$ cat src/hdl/pscu_defines.svh
`ifndef PSCU_DEFINES_SVH
`define PSCU_DEFINES_SVH

// ----------------------------------------
// Register byte addresses
// ----------------------------------------
`define PSCU_ADDR_SCM 32'h4008C020
`define PSCU_ADDR_UPDCTL 32'h4008C028
`define PSCU_ADDR_UPDPER 32'h4008C030
`define PSCU_ADDR_ISR 32'h4008C040
`define PSCU_ADDR_IMR 32'h4008C044
`define PSCU_ADDR_WPSR 32'h4008C048

// ----------------------------------------
// Field positions
// ----------------------------------------
`define PSCU_MEMBER_LSB 0
`define PSCU_MEMBER_MSB 3
`define PSCU_POLICY_LSB 16
`define PSCU_POLICY_MSB 17
`define PSCU_TRIG_BIT 20
`define PSCU_CMPSEL_LSB 21
`define PSCU_CMPSEL_MSB 23
`define PSCU_UNLOCK_BIT 0
`define PSCU_WRITE_READY_FLAG_BIT 0
`define PSCU_UPDONE_BIT 1
`define PSCU_SOFTWP_BIT 0
`define PSCU_HARDWP_BIT 1

// ----------------------------------------
// Reset values
// ----------------------------------------
`define PSCU_SCM_RESET 32'h00000000
`define PSCU_PER_RESET 8'h00
`define PSCU_IRQ_RESET 2'h0

`endif

$ cat src/hdl/pscu_pkg.sv
package pscu_pkg;

  typedef enum logic [1:0] {
    MANUAL_WRITE_MANUAL_UPDATE = 2'h0,
    MANUAL_WRITE_AUTO_UPDATE = 2'h1,
    DMA_WRITE_AUTO_UPDATE = 2'h2,
    POLICY_RESERVED = 2'h3
  } pscu_policy_t;

  typedef enum logic {
    UPD_IDLE,
    UPD_WAIT
  } pscu_state_t;

endpackage

$ cat src/hdl/pscu_period_if.sv
`timescale 1ns/10ps
interface pscu_period_if #(parameter int PW = 8);
  logic periodStart;
  logic [PW-1:0] period;
  logic elapsed;
  modport owner (output periodStart, output period, input elapsed);
  modport counter (input periodStart, input period, output elapsed);
endinterface // pscu_period_if

$ cat src/hdl/pscu_period_counter.sv
`timescale 1ns/10ps
module pscu_period_counter #(parameter int PW = 8) (
  input wire logic clk,
  input wire logic rstn,
  pscu_period_if.counter pif
);
  import pscu_pkg::*;

  // ----------------------------------------
  // Counts PWM periods up to the update period
  // ----------------------------------------
  logic [PW-1:0] count;
  logic reached;
  logic [PW-1:0] next_count;
  logic elapsed;

  assign reached = pif.periodStart && (count >= pif.period);
  assign next_count = reached ? '0 : (pif.periodStart ? count + 1'b1 : count);
  assign pif.elapsed = elapsed;

  always_ff @(posedge clk or negedge rstn) begin
    if (!rstn) begin
      count <= '0;
      elapsed <= 1'b0;
    end else begin
      count <= next_count;
      elapsed <= reached;
    end
  end

  a_elapsed_cause: assert property (@(posedge clk) disable iff (!rstn)
    elapsed |-> $past(pif.periodStart))
    else $error("Update period elapsed without a period start");

endmodule // pscu_period_counter

$ cat src/hdl/pscu_sync_update.sv
// Implementation choice: the address-and-strobe port.
`timescale 1ns/10ps
`include "pscu_defines.svh"
module pscu_sync_update #(
  parameter int PW = 8,
  parameter int NCMP = 8
) (
  input wire logic clk,
  input wire logic rstn,
  input wire logic [31:0] addr,
  input wire logic [31:0] wrData,
  input wire logic wrStb,
  input wire logic rdStb,
  output logic [31:0] rdData,
  input wire logic periodStart,
  input wire logic [NCMP-1:0] cmpMatch,
  input wire logic hwProtect,
  input wire logic dmaDone,
  output logic [3:0] channelGroupMember,
  output pscu_pkg::pscu_policy_t groupUpdatePolicy,
  output logic applyUpdate,
  output logic dmaReq,
  output logic irq
);
  import pscu_pkg::*;

  // ----------------------------------------
  // State
  // ----------------------------------------
  logic [31:0] syncChannelsMode;
  logic updateUnlock;
  logic [PW-1:0] updatePeriod;
  logic [1:0] intStatus;
  logic [1:0] intMask;
  logic softProtect;
  logic hardProtect;
  pscu_state_t state;
  pscu_state_t next_state;
  logic [31:0] next_rdData;

  // ----------------------------------------
  // Address decode
  // ----------------------------------------
  wire selScm = (addr == `PSCU_ADDR_SCM);
  wire selCtl = (addr == `PSCU_ADDR_UPDCTL);
  wire selPer = (addr == `PSCU_ADDR_UPDPER);
  wire selIsr = (addr == `PSCU_ADDR_ISR);
  wire selImr = (addr == `PSCU_ADDR_IMR);
  wire selWp = (addr == `PSCU_ADDR_WPSR);
  wire writeOpen = !softProtect && !hardProtect;
  wire wrScm = wrStb && selScm && writeOpen;
  wire wrUnlock = wrStb && selCtl && wrData[`PSCU_UNLOCK_BIT];
  wire rdIsr = rdStb && selIsr;

  // ----------------------------------------
  // Field views
  // ----------------------------------------
  wire [1:0] policyBits = syncChannelsMode[`PSCU_POLICY_MSB:`PSCU_POLICY_LSB];
  wire dmaRequestTriggerSelect = syncChannelsMode[`PSCU_TRIG_BIT];
  wire [2:0] requestComparisonSelect =
    syncChannelsMode[`PSCU_CMPSEL_MSB:`PSCU_CMPSEL_LSB];
  wire policyAuto = (policyBits == 2'h1);
  wire policyDma = (policyBits == 2'h2);
  wire policyManual = !policyAuto && !policyDma;

  // ----------------------------------------
  // Update period counter
  // ----------------------------------------
  pscu_period_if #(.PW(PW)) pif ();
  assign pif.periodStart = periodStart;
  assign pif.period = updatePeriod;

  pscu_period_counter #(.PW(PW)) u_counter (
    .clk(clk),
    .rstn(rstn),
    .pif(pif)
  );

  // ----------------------------------------
  // Write-ready and DMA request causes
  // ----------------------------------------
  wire cmpHit = (32'(requestComparisonSelect) < NCMP) &&
    cmpMatch[requestComparisonSelect];
  wire dmaCause = dmaRequestTriggerSelect ? cmpHit : pif.elapsed;
  wire dmaSet = policyDma && dmaCause;
  wire wrdySet = (policyAuto && pif.elapsed) || dmaSet;
  wire autoApply = (policyAuto || policyDma) && pif.elapsed;
  wire manualApply = policyManual && (state == UPD_WAIT) && periodStart;
  wire applyNow = autoApply || manualApply;
  wire [1:0] eventSet = {applyNow, wrdySet};

  // ----------------------------------------
  // Manual update sequencing
  // ----------------------------------------
  always_comb begin
    next_state = state;
    case (state)
      UPD_IDLE: begin
        if (wrUnlock && policyManual) begin
          next_state = UPD_WAIT;
        end
      end
      UPD_WAIT: begin
        if (!policyManual || periodStart) begin
          next_state = UPD_IDLE;
        end
      end
      default: begin
        next_state = UPD_IDLE;
      end
    endcase
  end

  // ----------------------------------------
  // Read mux
  // ----------------------------------------
  always_comb begin
    next_rdData = 32'h00000000;
    if (rdStb) begin
      if (selScm) begin
        next_rdData = syncChannelsMode;
      end else if (selCtl) begin
        next_rdData = {31'h00000000, updateUnlock};
      end else if (selPer) begin
        next_rdData = 32'(updatePeriod);
      end else if (selIsr) begin
        next_rdData = {30'h00000000, intStatus};
      end else if (selImr) begin
        next_rdData = {30'h00000000, intMask};
      end else if (selWp) begin
        next_rdData = {30'h00000000, hardProtect, softProtect};
      end
    end
  end

  // ----------------------------------------
  // Register file
  // ----------------------------------------
  always_ff @(posedge clk or negedge rstn) begin
    if (!rstn) begin
      syncChannelsMode <= `PSCU_SCM_RESET;
      updatePeriod <= PW'(`PSCU_PER_RESET);
      intMask <= `PSCU_IRQ_RESET;
      softProtect <= 1'b0;
      hardProtect <= 1'b0;
      rdData <= 32'h00000000;
    end else begin
      if (wrScm) begin
        syncChannelsMode <= wrData & 32'h00F3000F;
      end
      if (wrStb && selPer) begin
        updatePeriod <= wrData[PW-1:0];
      end
      if (wrStb && selImr) begin
        intMask <= wrData[1:0];
      end
      if (wrStb && selWp) begin
        softProtect <= wrData[`PSCU_SOFTWP_BIT];
      end
      hardProtect <= hwProtect;
      rdData <= next_rdData;
    end
  end

  // ----------------------------------------
  // Update control and events
  // ----------------------------------------
  always_ff @(posedge clk or negedge rstn) begin
    if (!rstn) begin
      state <= UPD_IDLE;
      updateUnlock <= 1'b0;
      applyUpdate <= 1'b0;
      dmaReq <= 1'b0;
      intStatus <= `PSCU_IRQ_RESET;
    end else begin
      state <= next_state;
      if (manualApply || !policyManual) begin
        updateUnlock <= 1'b0;
      end else if (wrUnlock) begin
        updateUnlock <= 1'b1;
      end
      applyUpdate <= applyNow;
      if (dmaSet) begin
        dmaReq <= 1'b1;
      end else if (dmaDone || !policyDma) begin
        dmaReq <= 1'b0;
      end
      intStatus <= (rdIsr ? 2'h0 : intStatus) | eventSet;
    end
  end

  // ----------------------------------------
  // Outputs
  // ----------------------------------------
  always_ff @(posedge clk or negedge rstn) begin
    if (!rstn) begin
      channelGroupMember <= 4'h0;
      groupUpdatePolicy <= MANUAL_WRITE_MANUAL_UPDATE;
      irq <= 1'b0;
    end else begin
      channelGroupMember <= syncChannelsMode[`PSCU_MEMBER_MSB:`PSCU_MEMBER_LSB];
      groupUpdatePolicy <= pscu_policy_t'(policyBits);
      irq <= |(((rdIsr ? 2'h0 : intStatus) | eventSet) & intMask);
    end
  end

  // ----------------------------------------
  // Checks
  // ----------------------------------------
  a_member_follow: assert property (@(posedge clk) disable iff (!rstn)
    wrScm ##2 1'b1 |-> channelGroupMember == $past(wrData[3:0], 2))
    else $error("Group membership does not follow a write");

  a_protect_block: assert property (@(posedge clk) disable iff (!rstn)
    (wrStb && selScm && !writeOpen) |=> $stable(syncChannelsMode))
    else $error("Mode register changed while protected");

  a_manual_wait: assert property (@(posedge clk) disable iff (!rstn)
    (policyManual && !(state == UPD_WAIT && periodStart)) |=> !applyUpdate)
    else $error("Manual policy applied without unlock and period start");

  a_auto_apply: assert property (@(posedge clk) disable iff (!rstn)
    (policyAuto && pif.elapsed) |=> applyUpdate)
    else $error("Automatic policy missed an elapsed period");

  a_dma_apply: assert property (@(posedge clk) disable iff (!rstn)
    (policyDma && pif.elapsed) |=> applyUpdate)
    else $error("DMA policy missed an elapsed period");

  a_unlock_apply: assert property (@(posedge clk) disable iff (!rstn)
    (policyManual && updateUnlock && periodStart && state == UPD_WAIT)
    |=> applyUpdate && !updateUnlock)
    else $error("Unlocked update not applied at period start");

  a_apply_cause: assert property (@(posedge clk) disable iff (!rstn)
    applyUpdate |-> $past(pif.elapsed) || $past(periodStart))
    else $error("Update applied with no cause");

  a_manual_quiet: assert property (@(posedge clk) disable iff (!rstn)
    policyManual && $past(policyManual) |-> !dmaReq && !$past(wrdySet))
    else $error("Manual policy raised a request or write-ready");

  a_auto_nodma: assert property (@(posedge clk) disable iff (!rstn)
    (policyAuto && pif.elapsed) |=> !dmaReq && intStatus[`PSCU_WRITE_READY_FLAG_BIT])
    else $error("Automatic policy request or write-ready wrong");

  a_dma_period: assert property (@(posedge clk) disable iff (!rstn)
    (policyDma && !dmaRequestTriggerSelect && pif.elapsed)
    |=> dmaReq && intStatus[`PSCU_WRITE_READY_FLAG_BIT])
    else $error("DMA request not raised on elapsed period");

  a_dma_compare: assert property (@(posedge clk) disable iff (!rstn)
    (policyDma && dmaRequestTriggerSelect && cmpHit)
    |=> dmaReq && intStatus[`PSCU_WRITE_READY_FLAG_BIT])
    else $error("DMA request not raised on comparison match");

  a_cmp_select: assert property (@(posedge clk) disable iff (!rstn)
    (policyDma && dmaRequestTriggerSelect && !cmpHit && !dmaReq && !dmaSet)
    |=> !dmaReq)
    else $error("DMA request raised by an unselected comparison");

  a_unlock_ignore: assert property (@(posedge clk) disable iff (!rstn)
    (wrUnlock && !policyManual) |=> !updateUnlock && state == UPD_IDLE)
    else $error("Unlock accepted outside manual policy");

  a_reserved_quiet: assert property (@(posedge clk) disable iff (!rstn)
    (policyBits == 2'h3) |-> !dmaSet && !wrdySet && !autoApply)
    else $error("Reserved policy raised a request or write-ready");

  a_status_clear: assert property (@(posedge clk) disable iff (!rstn)
    (rdIsr && eventSet == 2'h0) |=> intStatus == 2'h0)
    else $error("Status read did not clear the flags");

  a_dma_hold: assert property (@(posedge clk) disable iff (!rstn)
    (dmaReq && !dmaDone && policyDma) |=> dmaReq)
    else $error("DMA request dropped before completion");

endmodule // pscu_sync_update

$ cat config.mk
export PLATFORM = sky130hd
export DESIGN_NAME = pscu_sync_update
export DESIGN_NICKNAME = d
export VERILOG_FILES = /design/src/hdl/pscu_pkg.sv /design/src/hdl/pscu_period_if.sv /design/src/hdl/pscu_period_counter.sv /design/src/hdl/pscu_sync_update.sv
export VERILOG_INCLUDE_DIRS = /design/src /design/src/hdl
export SDC_FILE = /design/constraint.sdc
export NUM_CORES = 1
export LEC_CHECK = 0
export ABC_AREA = 1
export BUFFER_PORTS_ARGS = -buffer_cell sky130_fd_sc_hd__buf_2
export CAP_MARGIN = 20
export CORE_MARGIN = 1
export CORE_UTILIZATION = 41
export CTS_BUF_LIST = sky130_fd_sc_hd__clkbuf_8 sky130_fd_sc_hd__clkbuf_16
export DETAILED_ROUTE_END_ITERATION = 12
export PLACE_DENSITY = 0.69
export SETUP_SLACK_MARGIN = 0.1
export SLEW_MARGIN = 25
export SYNTH_ARGS = -nofsm -noshare
export SYNTH_HDL_FRONTEND = slang
export SYNTH_SLANG_ARGS = --single-unit
$ cat constraint.sdc
create_clock -name clk -period 1.8 [get_ports clk]
set_input_delay 0.36 -clock clk [delete_from_list [all_inputs] [get_ports clk]]
set_output_delay 0.36 -clock clk [all_outputs]
set_load 0.005 [all_outputs]
==> flow_metrics.py <==
metrics = {
    "placement": {
        "place.gp.congestion": 0.859,
        "hpwl_mm": 4.54,
        "port-buffer-count": 83,
    },
    "detailed_routing": {
        "drtAntennaViolNets": 0,
        "dr.pass1.iters": 4,
        "totalWireLength_mm": 6.12,
        "drcViolationCount": 0,
        "viasPerCell": 4.56,
        "wl_per_cell_um": 11.1,
        "via_count": 2515,
        "drt_iter0_markers": 102,
    },
    "run": {
        "cap_violations": 0,
    },
    "layout": {
        "final_common_cell": "buf_2",
        "fin_nets": 537,
        "seq_area_um2": 1450,
        "final_cell_mix": "buf_2 (83), nand2_1 (70), dfrtp_1 (58), inv_1 (51), nor2_1 (37)",
        "area_delta_synth_final_pct": 24.6,
        "final.fill_count": 683,
        "final_util": 0.527,
        "diodes": 0,
        "drive_gt1_frac": 0.330,
        "multi_input_area_um2": 1300,
    },
    "global_route": {
        "grt_pass1_wl_mm": 9.99,
        "grt_pass1_vias": 2400,
        "grt_max_degree": 59,
        "gr-usage-all-layers": 0.166,
        "overflow": 0,
        "antenna_found_initial": 0,
    },
    "outcome": {
        "outcome": "completed",
    },
    "worst_setup_path": {
        "worstPathArrival_ps": 1870,
        "crit_type": "flip-flop to flip-flop",
        "critPathRequiredTime_ps": 2010,
        "path_max_fanout": 4,
        "crit_path_end_kind": "flip-flop",
        "startpoint_type": "flip-flop",
    },
    "yosys": {
        "synth_top_cell_by_area": "dfrtp_1",
        "synth-seq-cells": 58,
        "yosys_warnings": 0,
        "async_reset_ff_frac": 1.00,
        "synth_edf_count": 0,
        "synth_area_um2": 3050,
        "synth_top_area_frac": 0.475,
        "ys_top_cells_by_area": "dfrtp_1 (48%), nand2_1 (8.6%), inv_1 (6.4%), o21ai_2 (4.9%), buf_4 (4.7%)",
        "synth_flop_cell": "dfrtp_1",
        "synth_cell_types": 36,
        "syn_inst": 353,
        "syn_area_per_cell_um2": 8.65,
        "ys_seq_area_frac": 0.475,
    },
    "clock_tree": {
        "cts-root-buf": "clkbuf_8",
        "cts.sinks": 58,
        "htree_levels": 3,
        "cts_buffers": 9,
        "cts_buffer_depth": 2,
        "insertion_delay_ps": 320,
        "cts_tree": "built",
        "path_clk_slew_ps": 60,
    },
    "die": {
        "initial_core_util": 0.423,
        "die_area_um2": 7800,
        "fp-row-count": 31,
        "dieWidth_um": 88.3,
        "die_h_um": 88.3,
        "core_area_um2": 7210,
        "ios": 120,
    },
    "pwr": {
        "share_seq_of_total_power": 0.447,
        "p_leak_nw": 2.04,
        "power.density_nw_per_um2": 789,
        "clock_power_share": 0.459,
        "intPower_mw": 2.33,
        "pwr-share-comb": 0.095,
        "swShare": 0.223,
        "vdd_drop_max_mv": 0.453,
        "p_switching_mw": 0.668,
    },
    "sta": {
        "tns_ps": 0,
        "rsz0062_at_grt": "yes",
        "setup_violations": 0,
        "maxSlewViolCount": 0,
        "finalClockSkew_ps": 7.38,
        "post-route-period-util": 0.922,
        "fmax_mhz": 602,
        "period_needed_ps": 1660,
        "final_hold_viol_count": 0,
    },
    "worst_hold_path": {
        "hp-class": "input port to asynchronous set/reset pin",
    },
}
-- final cells by class --
| class | instances | share of cell area |
|---|---|---|
| multi-input combinational | 235 | 0.343 |
| sequential | 58 | 0.382 |
| tap | 99 | 0.0326 |
| timing repair buffer | 88 | 0.126 |
| clock buffer | 12 | 0.0434 |
| clock inverter | 4 | 0.0191 |
| inverter | 55 | 0.0549 |
-- worst max-delay path: stages, from the launching register on --
cell and delay, ps:
dfrtp_1 420, ha_1 310, nand2_1 70, nor2_2 120, nand4_1 90, o2111ai_1 100, nand2_1 150, buf_4 170
nand3_1 70, nand2_1 60
-- power groups by stage --
stage          combinational, mW  clock (mW)  sequential [mW]
3_5_place_dp               0.245           0             1.37
4_1_cts                    0.251        1.40             1.34
2_1_floorplan              0.147           0             1.36
6_report                   0.284        1.38             1.34
3_3_place_gp               0.238           0             1.37
5_1_grt                    0.321        1.46             1.34
-- kinds of logic (layout without fill, tap and decap cells) --
group	Yosys count	count (layout)	synth area share
compound gates	47	47	0.105
xor+xnor	3	3	0.00861
fa+ha+maj	11	11	0.0451
buf+inv	77	159	0.124
flops	58	58	0.475
other cells	1	18	0.00123
simple gates	156	156	0.241
-- synthesized netlist by cell type, types with 2 or more instances --
cell type  number
nor3_2          2
o211ai_1        3
nand2_2         6
nand4_1         3
nor2_2          5
inv_2           2
o21ai_2        17
buf_4          19
nor3_1          4
nand3b_1        2
inv_1          52
ha_1           11
dfrtp_1        58
a21oi_1         9
xor2_1          2
buf_6           2
nand2_1        70
nor2_4          2
nand3_1        18
o21ai_0        13
nor2_1         38
-- metal layers --
layer	vias to the layer above	routed length, um	track usage
met2	80	2930	0.282
met3	19	277	0.0326
met4	0	202	0.0850
met5	-	0	0
li1	1261	-	-
met1	1155	2720	0.201
-- state kept, by name, summed over array words and instances, names as in the netlist, 2 cells and up --
register            count
u_counter.count         8
groupUpdatePolicy       2
channelGroupMember      4
intMask                 2
intStatus               2
syncChannelsMode       10
pif.period              8
rdData                 14
-- through the flow --
step                worst slack (ps)  hold slack [ps]  power [mW]  std cells  instance area (um^2)
floorplan                        329             64.4        1.51        370                  3120
global placement                95.5              382        1.60        532                  3530
detailed placement              74.2              383        1.61        532                  3530
CTS                              137             40.2        3.00        548                  3760
global route                    43.7             53.8        3.13        551                  3800
finish                           140             31.0        3.00        551                  3800
-- worst paths after layout --
check	from	end	slack [ps]	cells past startpoint
worst max-delay path	u_counter.count[5]$_DFFE_PN0P_	u_counter.count[1]$_DFFE_PN0P_	140	9
worst min register to register	syncChannelsMode[0]$_DFFE_PN0P_	channelGroupMember[0]$_DFF_PN0_	400	0
worst min-delay path	rstn	rdData[21]$_DFF_PN0_	30	2
max in group asynchronous	rstn	intMask[1]$_DFFE_PN0P_	1520	2
min in group clk	hwProtect	hardProtect$_DFF_PN0_	150	1
worst max register to register	u_counter.count[5]$_DFFE_PN0P_	u_counter.count[1]$_DFFE_PN0P_	140	9
-- repair_timing --
item                                    in CTS  in global routing
resized for setup                            0                  7
setup buffers                                0                  3
endpoints found under the setup margin       0                  8
hold buffers                                 0                  0
Power figures use the tool's default switching activity.
